### config.mk
export PLATFORM = sky130hd
export DESIGN_NAME = dtsl_core
export DESIGN_NICKNAME = d
export VERILOG_FILES = /design/src/common/dtsl_pkg.sv /design/src/verilog/dtsl_core.sv
export SDC_FILE = /design/constraint.sdc
export NUM_CORES = 1
export LEC_CHECK = 0
export BUFFER_PORTS_ARGS = -buffer_cell sky130_fd_sc_hd__buf_2
export CAP_MARGIN = 20
export CORE_ASPECT_RATIO = 1.75
export CORE_UTILIZATION = 60
export CTS_BUF_LIST = sky130_fd_sc_hd__clkbuf_8
export DETAILED_ROUTE_END_ITERATION = 8
export HOLD_SLACK_MARGIN = 0.08
export PLACE_DENSITY_LB_ADDON = 0.3
export RECOVER_POWER = 100
export SLEW_MARGIN = 20
export SYNTH_ARGS = -nofsm -noshare
export SYNTH_HDL_FRONTEND = slang
export SYNTH_SLANG_ARGS = --single-unit
### constraint.sdc
create_clock -name i_clk_sys -period 8.5 [get_ports i_clk_sys]
set_input_delay 1.275 -clock i_clk_sys [delete_from_list [all_inputs] [get_ports i_clk_sys]]
set_output_delay 1.275 -clock i_clk_sys [all_outputs]
set_load 0.05 [all_outputs]
### src/common/dtsl_pkg.sv
// constants shared by the debug trigger and status logic
// Function
// - trigger setup readable always; writes take effect only while not armed.
// - trigger setup bits 4 and 5 read zero, writes ignored.
// - execution qualify bit makes matches trigger only when opcode executes.
// - begin select clear fills circularly until trigger; set, trigger starts storage.
// - event-only modes ignore begin select and always run as begin trace.
// - four-bit mode field picks nine modes; codes above eight never trigger.
// - code seven triggers inside A..B range; code eight outside it.
// - run status register is read-only; writes change nothing.
// - match A flag clears at run start, sets on comparator A match.
// - match B flag clears at run start, sets on comparator B match.
// - run active flag mirrors go control while module enabled; set by write.
// - run ends on full FIFO in begin trace or trigger in end trace.
// - writing zero to go or enable ends the run and clears active flag.
// - valid word count clears at run start, reports words 0 to 8 at end.
// - valid word count does not decrement while FIFO is read out.
// - low byte read advances the FIFO while not armed; high byte read does not.
// - writing one to go with enable set sets go and active; run completion clears go.
package dtsl_pkg;
  // register offsets
  localparam logic [3:0] ADDR_CTRL   = 4'h0;
  localparam logic [3:0] ADDR_TRIG   = 4'h1;
  localparam logic [3:0] ADDR_STAT   = 4'h2;
  localparam logic [3:0] ADDR_FIFO_H = 4'h3;
  localparam logic [3:0] ADDR_FIFO_L = 4'h4;
  localparam logic [3:0] ADDR_IRQ_ST = 4'h5;
  localparam logic [3:0] ADDR_IRQ_EN = 4'h6;
  localparam logic [3:0] ADDR_IRQ_CL = 4'h7;
  // control bit positions
  localparam int CTRL_EN_BIT  = 7;
  localparam int CTRL_GO_BIT  = 6;
  // trigger setup fields
  localparam int TRIG_QEX_BIT = 7;
  localparam int TRIG_BEG_BIT = 6;
  localparam logic [7:0] TRIG_WMASK = 8'hCF;
  // status fields
  localparam int STAT_AF_BIT  = 7;
  localparam int STAT_BF_BIT  = 6;
  localparam int STAT_ARM_BIT = 5;
  // reset values
  localparam logic [7:0] CTRL_RST = 8'h00;
  localparam logic [7:0] TRIG_RST = 8'h00;
  // fifo depth and saturation count
  localparam int FIFO_DEPTH = 8;
  localparam logic [3:0] CNT_MAX = 4'h8;
  // interrupt status bits
  localparam int IRQ_TRIG_BIT = 0;
  localparam int IRQ_DONE_BIT = 1;
  // trigger modes
  localparam logic [3:0] MODE_A_ONLY   = 4'h0;
  localparam logic [3:0] MODE_A_OR_B   = 4'h1;
  localparam logic [3:0] MODE_A_THEN_B = 4'h2;
  localparam logic [3:0] MODE_EV_B     = 4'h3;
  localparam logic [3:0] MODE_A_EV_B   = 4'h4;
  localparam logic [3:0] MODE_A_AND_B  = 4'h5;
  localparam logic [3:0] MODE_A_NOT_B  = 4'h6;
  localparam logic [3:0] MODE_INSIDE   = 4'h7;
  localparam logic [3:0] MODE_OUTSIDE  = 4'h8;
endpackage

### src/verilog/dtsl_core.sv
// debug trigger qualification, run status and register port
`timescale 1ns/1ps
`default_nettype none
module dtsl_core (
  input  wire logic        i_clk_sys,    // 125 MHz system clock
  input  wire logic        i_arst_n,     // async reset, active low
  input  wire logic [3:0]  i_reg_addr,   // register address
  input  wire logic [7:0]  i_reg_wdata,  // write data
  input  wire logic        i_reg_wr,     // write strobe
  input  wire logic        i_reg_rd,     // read strobe
  output logic      [7:0]  o_reg_rdata,  // read data, cycle after strobe
  input  wire logic        i_bus_valid,  // cpu bus cycle this clock
  input  wire logic [15:0] i_bus_addr,   // cpu bus address
  input  wire logic [7:0]  i_bus_data,   // cpu bus data
  input  wire logic        i_op_fetch,   // cycle is an opcode fetch
  input  wire logic        i_op_exec,    // fetched opcode executes now
  input  wire logic [15:0] i_op_addr,    // address of executing opcode
  input  wire logic        i_cmp_a,      // comparator A address match
  input  wire logic        i_cmp_b,      // comparator B address match
  input  wire logic [15:0] i_cmp_a_val,  // comparator A value
  input  wire logic [15:0] i_cmp_b_val,  // comparator B value
  output logic             o_armed,      // run in progress
  output logic             o_irq         // level interrupt
);
  // one clock domain: cpu bus, opcode tracking and register port all
  // share the system clock, so no input is synchronised here.
  // a run is armed while enable and go are both set in the control
  // register; the trigger setup register is frozen for the whole run,
  // which keeps the mode decode stable while comparisons are made.
  // fifo depth, used to size the storage array; the pointers are fixed at 3 bits
  localparam int FIFO_DEPTH_L = dtsl_pkg::FIFO_DEPTH;

  // control, trigger and status registers
  logic [7:0]  ctrl_r;
  logic [7:0]  trig_r;
  logic        af_r;
  logic        bf_r;
  logic        a_seen_r;
  logic        storing_r;
  logic [3:0]  cnt_r;
  logic [2:0]  wptr_r;
  logic [2:0]  rptr_r;
  logic [15:0] fifo_r [FIFO_DEPTH_L];
  logic [1:0]  irq_st_r;
  logic [1:0]  irq_en_r;
  logic [7:0]  rdata_r;
  logic [15:0] last_op_r;
  // pending opcode tags for execution qualify
  logic        tag_a_r;
  logic        tag_b_r;
  logic [15:0] tag_addr_r;

  // register decode
  wire wr_ctrl  = i_reg_wr && (i_reg_addr == dtsl_pkg::ADDR_CTRL);
  wire wr_trig  = i_reg_wr && (i_reg_addr == dtsl_pkg::ADDR_TRIG);
  wire wr_irqen = i_reg_wr && (i_reg_addr == dtsl_pkg::ADDR_IRQ_EN);
  wire wr_irqcl = i_reg_wr && (i_reg_addr == dtsl_pkg::ADDR_IRQ_CL);
  wire rd_fifo_l = i_reg_rd && (i_reg_addr == dtsl_pkg::ADDR_FIFO_L);
  wire go_set   = wr_ctrl && i_reg_wdata[dtsl_pkg::CTRL_GO_BIT]
                  && i_reg_wdata[dtsl_pkg::CTRL_EN_BIT];
  wire go_drop  = wr_ctrl && (!i_reg_wdata[dtsl_pkg::CTRL_GO_BIT]
                  || !i_reg_wdata[dtsl_pkg::CTRL_EN_BIT]);
  wire armed    = ctrl_r[dtsl_pkg::CTRL_GO_BIT] && ctrl_r[dtsl_pkg::CTRL_EN_BIT];
  wire run_start = go_set && !armed;

  // mode fields
  wire [3:0] mode   = trig_r[3:0];
  wire       qexec  = trig_r[dtsl_pkg::TRIG_QEX_BIT];
  wire       ev_mode = (mode == dtsl_pkg::MODE_EV_B) || (mode == dtsl_pkg::MODE_A_EV_B);
  wire       begin_tr = trig_r[dtsl_pkg::TRIG_BEG_BIT] || ev_mode;

  // raw access matches and range compares
  wire acc_a  = i_bus_valid && i_cmp_a;
  wire acc_b  = i_bus_valid && i_cmp_b;
  wire in_rng = i_bus_valid && (i_bus_addr >= i_cmp_a_val) && (i_bus_addr <= i_cmp_b_val);
  wire out_rng = i_bus_valid && ((i_bus_addr < i_cmp_a_val) || (i_bus_addr > i_cmp_b_val));
  // execution-qualified matches: tag on fetch, fire on execute
  // a foreign opcode executing first drops the tag: the tagged
  // opcode was fetched but flushed, so it must not trigger later
  wire exe_hit = i_op_exec && (i_op_addr == tag_addr_r);
  wire ex_a   = exe_hit && tag_a_r;
  wire ex_b   = exe_hit && tag_b_r;
  wire ex_rng_in  = i_op_exec && (i_op_addr >= i_cmp_a_val) && (i_op_addr <= i_cmp_b_val);
  wire ex_rng_out = i_op_exec && ((i_op_addr < i_cmp_a_val) || (i_op_addr > i_cmp_b_val));
  wire m_a   = qexec ? ex_a : acc_a;
  wire m_b   = qexec ? ex_b : acc_b;
  wire m_in  = qexec ? ex_rng_in : in_rng;
  wire m_out = qexec ? ex_rng_out : out_rng;

  // trigger mode selection
  logic trig_hit;
  always_comb
  begin
    unique case (mode)
      dtsl_pkg::MODE_A_ONLY:   trig_hit = m_a;
      dtsl_pkg::MODE_A_OR_B:   trig_hit = m_a || m_b;
      dtsl_pkg::MODE_A_THEN_B: trig_hit = a_seen_r && m_b;
      dtsl_pkg::MODE_EV_B:     trig_hit = m_b;
      dtsl_pkg::MODE_A_EV_B:   trig_hit = a_seen_r && m_b;
      dtsl_pkg::MODE_A_AND_B:  trig_hit = m_a && m_b;
      dtsl_pkg::MODE_A_NOT_B:  trig_hit = m_a && !m_b;
      dtsl_pkg::MODE_INSIDE:   trig_hit = m_in;
      dtsl_pkg::MODE_OUTSIDE:  trig_hit = m_out;
      default:                 trig_hit = 1'b0;
    endcase
  end
  wire trig_ev = armed && trig_hit;

  // storage: event modes store bus data, others store the address of every executed opcode
  // begin trace counts up to depth and then ends the run;
  // end trace keeps overwriting the oldest word until the trigger
  wire store_ev  = ev_mode ? (storing_r && m_b) : (i_op_exec && storing_r);
  wire [15:0] store_word = ev_mode ? {8'h00, i_bus_data} : i_op_addr;
  wire do_store  = armed && store_ev && (cnt_r != dtsl_pkg::CNT_MAX);
  wire full_next = do_store && (cnt_r == dtsl_pkg::CNT_MAX - 4'h1);
  wire end_fill  = begin_tr ? full_next : 1'b0;
  wire end_trig  = !begin_tr && trig_ev;
  wire run_done  = armed && (end_fill || end_trig);

  // control register: go set by write, cleared by completion
  // a host write in the same cycle as completion wins, so a manual
  // stop or restart is never lost to an automatic clear
  always_ff @(posedge i_clk_sys or negedge i_arst_n)
  begin
    if (!i_arst_n)
      ctrl_r <= dtsl_pkg::CTRL_RST;
    else if (wr_ctrl)
      ctrl_r <= i_reg_wdata;
    else if (run_done)
      ctrl_r[dtsl_pkg::CTRL_GO_BIT] <= 1'b0;
  end

  // trigger setup, writable only while not armed, bits 5:4 forced zero
  always_ff @(posedge i_clk_sys or negedge i_arst_n)
  begin
    if (!i_arst_n)
      trig_r <= dtsl_pkg::TRIG_RST;
    else if (wr_trig && !armed)
      trig_r <= i_reg_wdata & dtsl_pkg::TRIG_WMASK;
  end

  // match flags and sequence state
  always_ff @(posedge i_clk_sys or negedge i_arst_n)
  begin
    if (!i_arst_n)
    begin
      af_r     <= 1'b0;
      bf_r     <= 1'b0;
      a_seen_r <= 1'b0;
    end
    else if (run_start)
    begin
      af_r     <= 1'b0;
      bf_r     <= 1'b0;
      a_seen_r <= 1'b0;
    end
    else if (armed)
    begin
      af_r     <= af_r || m_a;
      bf_r     <= bf_r || m_b;
      a_seen_r <= a_seen_r || m_a;
    end
  end

  // opcode tag tracking for execution qualify
  // only one opcode is in flight, so a single tag slot suffices
  always_ff @(posedge i_clk_sys or negedge i_arst_n)
  begin
    if (!i_arst_n)
    begin
      tag_a_r    <= 1'b0;
      tag_b_r    <= 1'b0;
      tag_addr_r <= 16'h0000;
    end
    else if (i_bus_valid && i_op_fetch)
    begin
      tag_a_r    <= i_cmp_a;
      tag_b_r    <= i_cmp_b;
      tag_addr_r <= i_bus_addr;
    end
    else if (i_op_exec)
    begin
      tag_a_r <= 1'b0;
      tag_b_r <= 1'b0;
    end
  end

  // storage enable: begin trace waits for trigger except in event modes, end trace stores at once
  always_ff @(posedge i_clk_sys or negedge i_arst_n)
  begin
    if (!i_arst_n)
      storing_r <= 1'b0;
    else if (run_start)
      storing_r <= !begin_tr || ev_mode;
    else if (trig_ev && begin_tr)
      storing_r <= 1'b1;
  end

  // valid count: cleared at start, saturates at depth, unaffected by reads
  // reads never touch the count: host keeps its own tally of words
  always_ff @(posedge i_clk_sys or negedge i_arst_n)
  begin
    if (!i_arst_n)
      cnt_r <= 4'h0;
    else if (run_start)
      cnt_r <= 4'h0;
    else if (armed && store_ev && !begin_tr && cnt_r != dtsl_pkg::CNT_MAX)
      cnt_r <= cnt_r + 4'h1;
    else if (do_store)
      cnt_r <= cnt_r + 4'h1;
  end

  // fifo write pointer, circular in end trace
  wire circ_store = armed && store_ev && !begin_tr;
  wire wr_fifo = do_store || circ_store;
  wire prof_load = rd_fifo_l && !armed;
  always_ff @(posedge i_clk_sys or negedge i_arst_n)
  begin
    if (!i_arst_n)
      wptr_r <= 3'h0;
    else if (run_start)
      wptr_r <= 3'h0;
    else if (wr_fifo)
      wptr_r <= wptr_r + 3'h1;
  end

  // fifo storage in flip-flops
  // no reset: contents are only meaningful up to the valid count.
  // a low byte read while idle stores the last fetched opcode
  // address, which lets the host sample a profile of execution
  always_ff @(posedge i_clk_sys)
  begin
    if (wr_fifo)
      fifo_r[wptr_r] <= store_word;
    else if (prof_load)
      fifo_r[rptr_r] <= last_op_r;
  end

  // read pointer: low byte read advances, not while armed
  // after a wrapped end trace the oldest word sits at the write pointer;
  // otherwise reading starts from the first stored word
  always_ff @(posedge i_clk_sys or negedge i_arst_n)
  begin
    if (!i_arst_n)
      rptr_r <= 3'h0;
    else if (run_done)
      rptr_r <= begin_tr ? 3'h0 : (end_trig && cnt_r == dtsl_pkg::CNT_MAX ? wptr_r : 3'h0);
    else if (rd_fifo_l && !armed)
      rptr_r <= rptr_r + 3'h1;
  end

  // most recent opcode address for profiling
  always_ff @(posedge i_clk_sys or negedge i_arst_n)
  begin
    if (!i_arst_n)
      last_op_r <= 16'h0000;
    else if (i_bus_valid && i_op_fetch)
      last_op_r <= i_bus_addr;
  end

  // interrupt status, enable and clear; set wins over clear
  // bit 0 marks a trigger, bit 1 the end of a run by completion
  wire [1:0] irq_set = {run_done, trig_ev};
  always_ff @(posedge i_clk_sys or negedge i_arst_n)
  begin
    if (!i_arst_n)
    begin
      irq_st_r <= 2'h0;
      irq_en_r <= 2'h0;
    end
    else
    begin
      irq_st_r <= (irq_st_r & ~(wr_irqcl ? i_reg_wdata[1:0] : 2'h0)) | irq_set;
      if (wr_irqen)
        irq_en_r <= i_reg_wdata[1:0];
    end
  end

  // read mux; status register has no write path
  wire [7:0] stat_val = {af_r, bf_r, armed, 1'b0, cnt_r};
  wire [15:0] fifo_word = fifo_r[rptr_r];
  logic [7:0] rd_mux;
  always_comb
  begin
    unique case (i_reg_addr)
      dtsl_pkg::ADDR_CTRL:   rd_mux = ctrl_r;
      dtsl_pkg::ADDR_TRIG:   rd_mux = trig_r;
      dtsl_pkg::ADDR_STAT:   rd_mux = stat_val;
      dtsl_pkg::ADDR_FIFO_H: rd_mux = fifo_word[15:8];
      dtsl_pkg::ADDR_FIFO_L: rd_mux = fifo_word[7:0];
      dtsl_pkg::ADDR_IRQ_ST: rd_mux = {6'h00, irq_st_r};
      dtsl_pkg::ADDR_IRQ_EN: rd_mux = {6'h00, irq_en_r};
      default:               rd_mux = 8'h00;
    endcase
  end

  // read data register
  // data stand for the one cycle after the strobe, zero otherwise
  always_ff @(posedge i_clk_sys or negedge i_arst_n)
  begin
    if (!i_arst_n)
      rdata_r <= 8'h00;
    else if (i_reg_rd)
      rdata_r <= rd_mux;
    else
      rdata_r <= 8'h00;
  end

  // outputs: read data from a flip-flop, level signals from registers
  assign o_reg_rdata = rdata_r;
  assign o_armed     = armed;
  assign o_irq       = |(irq_st_r & irq_en_r);
endmodule
`default_nettype wire

# Word-level counts from Yosys, hierarchy flattened
# Memories as Yosys holds them, arrays and structs flattened.
# Cells that the tools add are included.
# totals
register_bits	58
input_bits	93
elab_cells	156
ram_bits	128
memories	1
# op_classes
n_addsub	3
n_eq_ne	19
n_reduce_logical	64
muxes	41
magnitude_cmp	8
n_bitwise	4
# memory_table
memory	words	width	read_ports	rd_ports_with_merged_regs	write_ports	line	rtl
fifo_r	8	16	1	0	1	dtsl_core.sv:43	logic [15:0] fifo_r [FIFO_DEPTH_L];
# op_table
op	count
$pmux 8 s7	1
$logic_and 1x1->1	38
$eq 4x3->1 const B	9
$ge 16x16->1	2
$gt 16x16->1	2
$le 16x16->1	2
$lt 16x16->1	2
$mux 16	2
$mux 1	25
$mux 3	7
$eq 16x16->1	1
$eq 4x2->1 const B	4
$reduce_or 16->1	1
$mux 4	3
$reduce_bool 2->1	6
$logic_or 1x1->1	11
$eq 4x1->1 const B	2
$eq 4x4->1 const B	2
$logic_not 4->1	2
$mux 8	1
$pmux 1 s8	1
$add 3x1->3 const B	2
$add 4x1->4 const B	1
$and 2x2->2	2
other kinds (7)	10

# Longest topological paths before layout
# Gate-level depths: netlist of the first run.
# logic_depth
ltp_word	14
ltp_mapped	11
mapped_depth_nobuf	11

# Worst setup path after synthesis of the first run
# Ideal clock, no wire load.
# synth_path
path_type	input to register
startpoint	in i_op_addr[0]
endpoint	mem fifo_r[0][0] (enable)
path_stages	8
setup_ps	388
slack_ps	4789
arrival_ps	3322
path_buffers	0
path_cell_list	xnor2_1 > nand4_1 > nor3_2 > nand3_1 > a31oi_2 > a41oi_1 > o22a_1 > nor2_1
# synth_between
elab_chain_len	13
elab_cells_between_ends	17
# synth_lines
item	line	rtl
from (decl)	dtsl_core.sv:17	input wire logic [15:0] i_op_addr,
$eq 16x16->1 *	dtsl_core.sv:80	wire exe_hit = i_op_exec && (i_op_addr == tag_addr_r);
$logic_and 1x1->1 *	dtsl_core.sv:80	
$logic_and 1x1->1 *	dtsl_core.sv:82	wire ex_b = exe_hit && tag_b_r;
$mux 1 *	dtsl_core.sv:86	wire m_b = qexec ? ex_b : acc_b;
$logic_and 1x1->1 *	dtsl_core.sv:112	wire store_ev = ev_mode ? (storing_r && m_b) : (i_op_exec && storing_r);
$mux 1 *	dtsl_core.sv:112	
$logic_and 1x1->1 *	dtsl_core.sv:114, dtsl_core.sv:214	
$logic_and 1x1->1 (on tied branches)	dtsl_core.sv:114, dtsl_core.sv:214	
$logic_or 1x1->1 *	dtsl_core.sv:215	wire wr_fifo = do_store || circ_store;
$mux 1	dtsl_core.sv:233	if (wr_fifo)
$mux 1 (not written as such)	dtsl_core.sv:236	fifo_r[rptr_r] <= last_op_r;
$reduce_or 16->1 (no source line)	--	
$mux 3 (no source line) or $mux 1 (tied branches)	--	
to (decl)	dtsl_core.sv:43	
# Every way passes the cells marked *; elsewhere a longest branch is shown, timed or not.

# Final worst setup path of the first run
# layout_path
startpoint	in i_reg_addr[2]
endpoint	mem fifo_r[1][10] (enable)
# layout_between
elab_chain_len	8
elab_cells_between_ends	9
# layout_lines
item	line	rtl
from (decl)	dtsl_core.sv:7	input wire logic [3:0] i_reg_addr,
$eq 4x3->1 *	dtsl_core.sv:58	wire rd_fifo_l = i_reg_rd && (i_reg_addr == dtsl_pkg::ADDR_FIFO_L);
$logic_and 1x1->1 *	dtsl_core.sv:58	
$logic_and 1x1->1 *	dtsl_core.sv:216	wire prof_load = rd_fifo_l && !armed;
$mux 1 *	dtsl_core.sv:235	else if (prof_load)
$mux 1 *	dtsl_core.sv:233	
$mux 1 (not written as such) *	dtsl_core.sv:236	
$reduce_or 16->1 (no source line)	--	
$mux 3 (no source line) or $mux 1 (tied branches)	--	
# Marked as above.

==> results.json, run 1 <==
{
  "pwr-share-seq_pct": 50.4,
  "nets": 1033,
  "setup_viol": 0,
  "ys_async_sr_fraction_pct": 31.18,
  "worstHoldPathCells": 1,
  "row_count": 61,
  "outcome": "finished with violations",
  "critical_path_buf_inv_count": 1,
  "reg2reg_setup_slack_ps": 3790,
  "pwr_density_cell_mw_per_mm2": 217.0,
  "cts_tree": "done",
  "grt_pass1_vias": 7005,
  "finalCriticalPeriod_ps": 5541,
  "cts_made_buffers": 17,
  "grt_pass1_wl_um": 36620,
  "grt_max_degree": 59,
  "cpPeakStageDelay_ps": 1550,
  "num_vias": 6862,
  "r2r-start": "trig_r[2]$_DFFE_PN0P_",
  "pwr-share-clk_pct": 22.4,
  "die_x_um": 98.98,
  "cp_data_required_time_ps": 8570,
  "ir_drop_mv": 0.1062,
  "synth_edf_count": 128,
  "tns_ps": 0,
  "hold_start": "a_seen_r$_DFFE_PN0P_",
  "clock_sinks": 186,
  "swShare_pct": 32.72,
  "hold_path_end": "a_seen_r$_DFFE_PN0P_",
  "start_util_pct": 61.90,
  "cp_top_family": "simple AND/OR/NAND/NOR gates",
  "dpl.hpwl_um": 18060,
  "finalInstanceArea_mm2": 0.01086,
  "first_pass_iters": 5,
  "grt_usage_pct": 29.28,
  "antenna_found_initial": 0,
  "core-area_mm2": 0.01595,
  "diodes": 0,
  "clk_pin_slew_ps": 100,
  "drc": 0,
  "cts_hold_buf": 0,
  "netlist_area_mm2": 0.009874,
  "cts_root_buf": "clkbuf_8",
  "crit_path_start_kind": "primary input",
  "viasPerCell": 6.395,
  "synthTopCellsByArea": "edfxtp_1, dfrtp_1, ha_1",
  "placed_area_mm2": 0.01059,
  "violations": "max-capacitance violations, max-slew violations",
  "clk_path_buf_depth": 2,
  "fillers": 1137,
  "drv_cap": 3,
  "p_switching_uw": 771.2,
  "worstSetupPathType": "in -> reg",
  "die_h_um": 171.7,
  "ys.flop_type": "edfxtp_1",
  "cts_setup_buffers": 0,
  "holdCritPathClass": "reg -> reg",
  "yosysMostFrequentCell": "edfxtp_1",
  "grt-ovfl-total": 0,
  "post_drt_wl_per_cell_um": 21.85,
  "synth_fp_nets": 929,
  "path_cells": "clkbuf_1, nor4b_1, nand3_1, nor3_1, a31oi_1, nor2_1",
  "cp.arrival_ps": 5610,
  "yosysTopAreaCell": "edfxtp_1",
  "drt_iter0_drc": 427,
  "leakage_uw": 0.004296,
  "synth_commonest_cells": "edfxtp_1, ha_1, nand2_1",
  "ys_warn_count": 0,
  "fin_crit_sh_pct": 65.18,
  "drv_slew": 94,
  "die_area_mm2": 0.01699,
  "clock_skew_ps": 14.15,
  "numPortBuffers": 102,
  "worst_pin_slew_ps": 3117,
  "syn_inst": 768,
  "r2r_end": "fifo_r[1][10]$_DFFE_PP_",
  "io_pins": 103,
  "yosysUniqueCellTypes": 68,
  "area_growth_pct": 10.01,
  "critPathSlowestCell": "nor4b_1",
  "synth_top_area_share_pct": 38.93,
  "slew_headroom_pct": -107.8,
  "rsz0062_at_grt": "no",
  "cts_max_level": 4,
  "reg2regPathDepth": 8,
  "drive_above_1_share_pct": 23.98,
  "routed_wl_um": 23440,
  "hold_slack_ps": 494.9,
  "ys_seq_elements": 186,
  "insertion_delay_ps": 460,
  "path_max_fanout": 17,
  "final_antenna_net_count": 0,
  "place.gp.congestion": 1.023,
  "final-hold-violation-count": 0,
  "fmax_mhz": 180.5,
  "critPathCaptureType": "register",
  "p_int_uw": 1586,
  "synth-seq-area-share_pct": 53.62,
  "syn_avg_cell_area_um2": 12.86,
  "cts_resized": 0,
  "power_frac_comb_pct": 27.2
}
-- logic make-up (layout without fill, tap and decap cells) --
logic type               count (synthesis)  in the layout  share of synthesized area (%)
AND/OR/NAND/NOR                        195            195                          9.922
flip-flops                             186            186                          53.62
AO/OA/AOI/OAI                          134            134                          9.136
multiplexers                            93             93                          14.05
buffers and inverters                   71            187                          2.788
adder cells (fa/ha/maj)                 68             68                          8.616
XOR/XNOR                                21             21                          1.863
-- layout make-up --
cell class	instances	area [µm²]	share of cell area, %
sequential	186	5299	48.78
multi-input combinational	511	4274	39.35
timing repair buffer	112	539.3	4.964
tap	189	236.5	2.177
clock buffer	17	234.0	2.154
inverter	44	165.2	1.520
clock inverter	14	115.1	1.060
-- through the flow --
stage | utilization, % | power [µW] | setup WS, ps | cells
2_1_floorplan | - | 1635 | 4789 | 768
3_3_place_gp | 66.37 | 1818 | 3636 | 1041
3_5_place_dp | 66.40 | 1850 | 3840 | 1041
4_1_cts | 68.59 | 2365 | 4333 | 1072
5_1_grt | 68.10 | 2456 | 2587 | 1073
6_report | 68.10 | 2357 | 2959 | 1073
-- per-layer routing --
| layer | global-route usage [%] | share of wire, % | vias up |
|---|---|---|---|
| met2 | 52.45 | 54 | 318 |
| met1 | 32.13 | 36 | 3329 |
| met4 | 19.27 | 6.4 | 0 |
| met3 | 4.307 | 4.5 | 82 |
| li1 | - | - | 3133 |
| met5 | 0 | 0 | - |
-- sequential cells by signal (all words and copies together) (netlist names), 2 cells and up --
name and cells:
cnt_r 4, ctrl_r 8, trig_r 6, last_op_r 16
rptr_r 3, irq_en_r 2, irq_st_r 2, o_reg_rdata 8
fifo_r 128, wptr_r 3
-- placed cells by master, fill, tap and decap left out, types with 4 or more instances in the layout --
master     Yosys  layout
edfxtp_1     128     128
buf_2          4      89
ha_1          68      68
nand2_1       63      63
dfrtp_1       58      57
mux2_2        45      45
inv_1         44      44
nor2_1        39      40
a21oi_1       35      35
o21ai_0       32      32
mux4_2        32      32
clkbuf_1      17      21
xnor2_1       18      18
nand3_1       17      17
nand4_1       17      17
clkbuf_8       0      17
mux2i_1       16      16
nor3_1        13      13
a21o_1        10      10
a22oi_1        7       7
a31oi_1        5       7
nor2b_1        6       6
and3_1         6       6
nand3b_1       5       5
a221oi_1       4       4
nor4_1         4       4
nand2b_1       4       4
a211oi_1       4       4
a2111oi_0      4       4
-- power by group through the flow --
| stage | clock, µW | sequential [µW] | combinational (µW) |
|---|---|---|---|
| 6_report | 529 | 1190 | 640 |
| 5_1_grt | 567 | 1210 | 684 |
| 4_1_cts | 532 | 1190 | 645 |
| 3_5_place_dp | 0 | 1210 | 642 |
| 3_3_place_gp | 0 | 1200 | 617 |
| 2_1_floorplan | 0 | 1130 | 501 |
-- worst register-to-register path: stages, from the launching register on --
cell       delay [ps]
dfrtp_1           500
nor2b_1           230
mux2i_1           100
nor2_1           1240
o2111ai_1         210
a31oi_1           590
a41o_1            250
a21oi_1           140
nor2_1           1050
-- worst max-delay path by stage --
stage          cells past startpoint  slack (ps)     startpoint                      end
2_1_floorplan                      8        4790   i_op_addr[0]   fifo_r[0][0]$_DFFE_PP_
3_3_place_gp                       6        3640  i_reg_addr[0]  fifo_r[3][10]$_DFFE_PP_
3_5_place_dp                       6        3840  i_reg_addr[0]  fifo_r[1][10]$_DFFE_PP_
4_1_cts                            6        4330  i_reg_addr[0]  fifo_r[1][10]$_DFFE_PP_
5_1_grt                            6        2590  i_reg_addr[2]  fifo_r[1][10]$_DFFE_PP_
6_report                           6        2960  i_reg_addr[2]  fifo_r[1][10]$_DFFE_PP_
No activity file was read; power rests on OpenSTA's default activity.
==> run 2, diff against run 1 <==
==> constraint.sdc (replaced) <==
create_clock -name i_clk_sys -period 5.3 [get_ports i_clk_sys]
set_input_delay 0.795 -clock i_clk_sys [delete_from_list [all_inputs] [get_ports i_clk_sys]]
set_output_delay 0.795 -clock i_clk_sys [all_outputs]
set_load 0.05 [all_outputs]
==> run 2 against run 1 <==
Against the previous run:
- critical path depth up 4
- routed wire length is 8.4% higher
- the flow still finishes with violations (max-capacitance violations, max-slew violations)
- global-route usage rose by 2.5 points
- final cell count is 0.56% higher
- power up 66%
- highest routed layer unchanged
==> results.json, run 2 (same netlist as run 1, synthesis figures left out) <==
{
  "slew_headroom_pct": -117.8,
  "clock_skew_ps": 16.44,
  "crit_path_start_kind": "primary input",
  "reg2regPathDepth": 9,
  "setup_ws_ps": 1046,
  "leakage_uw": 0.004348,
  "finalCriticalPeriod_ps": 4254,
  "first_pass_iters": 7,
  "violations": "max-capacitance violations, max-slew violations",
  "drive_above_1_share_pct": 23.93,
  "outcome": "finished with violations",
  "cts_setup_buffers": 0,
  "cts_max_level": 4,
  "drv_slew": 81,
  "critPathSlowestCell": "clkbuf_1",
  "grt_max_degree": 59,
  "viasPerCell": 6.500,
  "pwr_density_cell_mw_per_mm2": 357.7,
  "rsz0062_at_grt": "no",
  "final_antenna_net_count": 0,
  "seqCellArea_mm2": 0.005295,
  "nets": 1038,
  "critPathCaptureType": "register",
  "multi_input_area_mm2": 0.004272,
  "diodes": 0,
  "worstSetupPathType": "in -> reg",
  "cp_top_family": "simple AND/OR/NAND/NOR gates",
  "cpPeakStageDelay_ps": 770,
  "cp_num_cells": 10,
  "worstHoldPathCells": 1,
  "critical_path_buf_inv_count": 2,
  "start_util_pct": 61.90,
  "die_area_mm2": 0.01699,
  "insertion_delay_ps": 480,
  "final_common_cell": "edfxtp_1",
  "drt_iter0_drc": 464,
  "grt_pass1_wl_um": 39050,
  "grt-ovfl-total": 0,
  "drc": 0,
  "antenna_found_initial": 0,
  "crit_top_cell": "nand3_1",
  "tns_ps": 0,
  "clock_sinks": 186,
  "cts_resized": 0,
  "io_pins": 103,
  "cts_root_buf": "clkbuf_8",
  "core-area_mm2": 0.01595,
  "row_count": 61,
  "area_growth_pct": 10.94,
  "num_vias": 7013,
  "die_h_um": 171.7,
  "holdCritPathClass": "reg -> reg",
  "drv_cap": 2,
  "hold_slack_ps": 502.4,
  "dpl.hpwl_um": 19480,
  "worst_pin_slew_ps": 3267,
  "grt_pass1_vias": 7330,
  "clk_pin_slew_ps": 110,
  "cts_made_buffers": 17,
  "place.gp.congestion": 0.9786,
  "grt_usage_pct": 31.73,
  "top_register": "fifo_r",
  "dpl_worst_slack_ps": 1575,
  "post_drt_wl_per_cell_um": 23.54,
  "fin_crit_sh_pct": 80.27,
  "path_max_fanout": 16,
  "largest_reg_flops": 128,
  "setup_viol": 0,
  "path_cells": "buf_2, xnor2_1, nand3_1, nor3_1, nand3_1, a31oi_1, a41oi_1, o22a_1, nor2_1, clkbuf_1",
  "clk_path_buf_depth": 2,
  "cp_data_required_time_ps": 5400,
  "top_regs": "fifo_r x128, last_op_r x16",
  "ir_drop_mv": 0.1762,
  "die_x_um": 98.98,
  "numPortBuffers": 102,
  "final-hold-violation-count": 0,
  "cp.arrival_ps": 4360,
  "cts_tree": "done",
  "cts_hold_buf": 0,
  "fillers": 1163,
  "fmax_mhz": 235.1,
  "final_cell_mix": "edfxtp_1, buf_2, ha_1",
  "routed_wl_um": 25400
}
[run 2: cell types whose count changed in the layout (fill, tap and decap cells not counted), moves of 2 or more]
cell and delta:
buf_4 +2, clkinvlp_4 -3, clkinv_8 +4, inv_12 +2
clkbuf_1 +3, clkinv_2 -3
[run 2: per-layer routing]
layer / GRT usage, % / share of wire (%) / vias up
met5: 0 / 0 / -
met4: 22.45 / 6.1 / 0
met3: 4.551 / 4.0 / 86
met2: 58.62 / 56 / 293
met1: 32.59 / 34 / 3478
li1: - / - / 3156
[run 2: layout make-up]
class                           instances  area share (%)
Sequential cell                       186           48.34
Multi-Input combinational cell        511           38.99
Timing Repair Buffer                  117           5.163
Tap cell                              189           2.159
Clock buffer                           17           2.136
Clock inverter                         15           1.702
Inverter                               44           1.508
[run 2: path summary, 6_finish.rpt]
path / from / endpoint / slack (ps)
hold reg to reg: a_seen_r$_DFFE_PN0P_ / a_seen_r$_DFFE_PN0P_ / 500
min in group asynchronous: i_arst_n / trig_r[7]$_DFFE_PN0P_ / 1490
max in group asynchronous: i_arst_n / last_op_r[12]$_DFFE_PN0P_ / 1970
setup reg to reg: last_op_r[7]$_DFFE_PN0P_ / fifo_r[0][10]$_DFFE_PP_ / 1060
setup / recovery: i_op_addr[7] / fifo_r[0][10]$_DFFE_PP_ / 1050
hold / removal: a_seen_r$_DFFE_PN0P_ / a_seen_r$_DFFE_PN0P_ / 500
[run 2: metrics by stage]
step	std cells	area [µm²]	total power [µW]	util (%)
3_3_place_gp	1047	10630	2953	66.65
4_1_cts	1079	11050	3943	69.28
3_5_place_dp	1047	10630	3001	66.65
5_1_grt	1079	10950	4082	68.67
6_report	1079	10950	3918	68.67
2_1_floorplan	768	9874	2622	-
[run 2: report_power, final]
part | switching [µW] | total, µW | internal [µW]
Combinational | 580 | 1080 | 498
Clock | 590 | 960 | 369
Sequential | 165 | 1880 | 1720
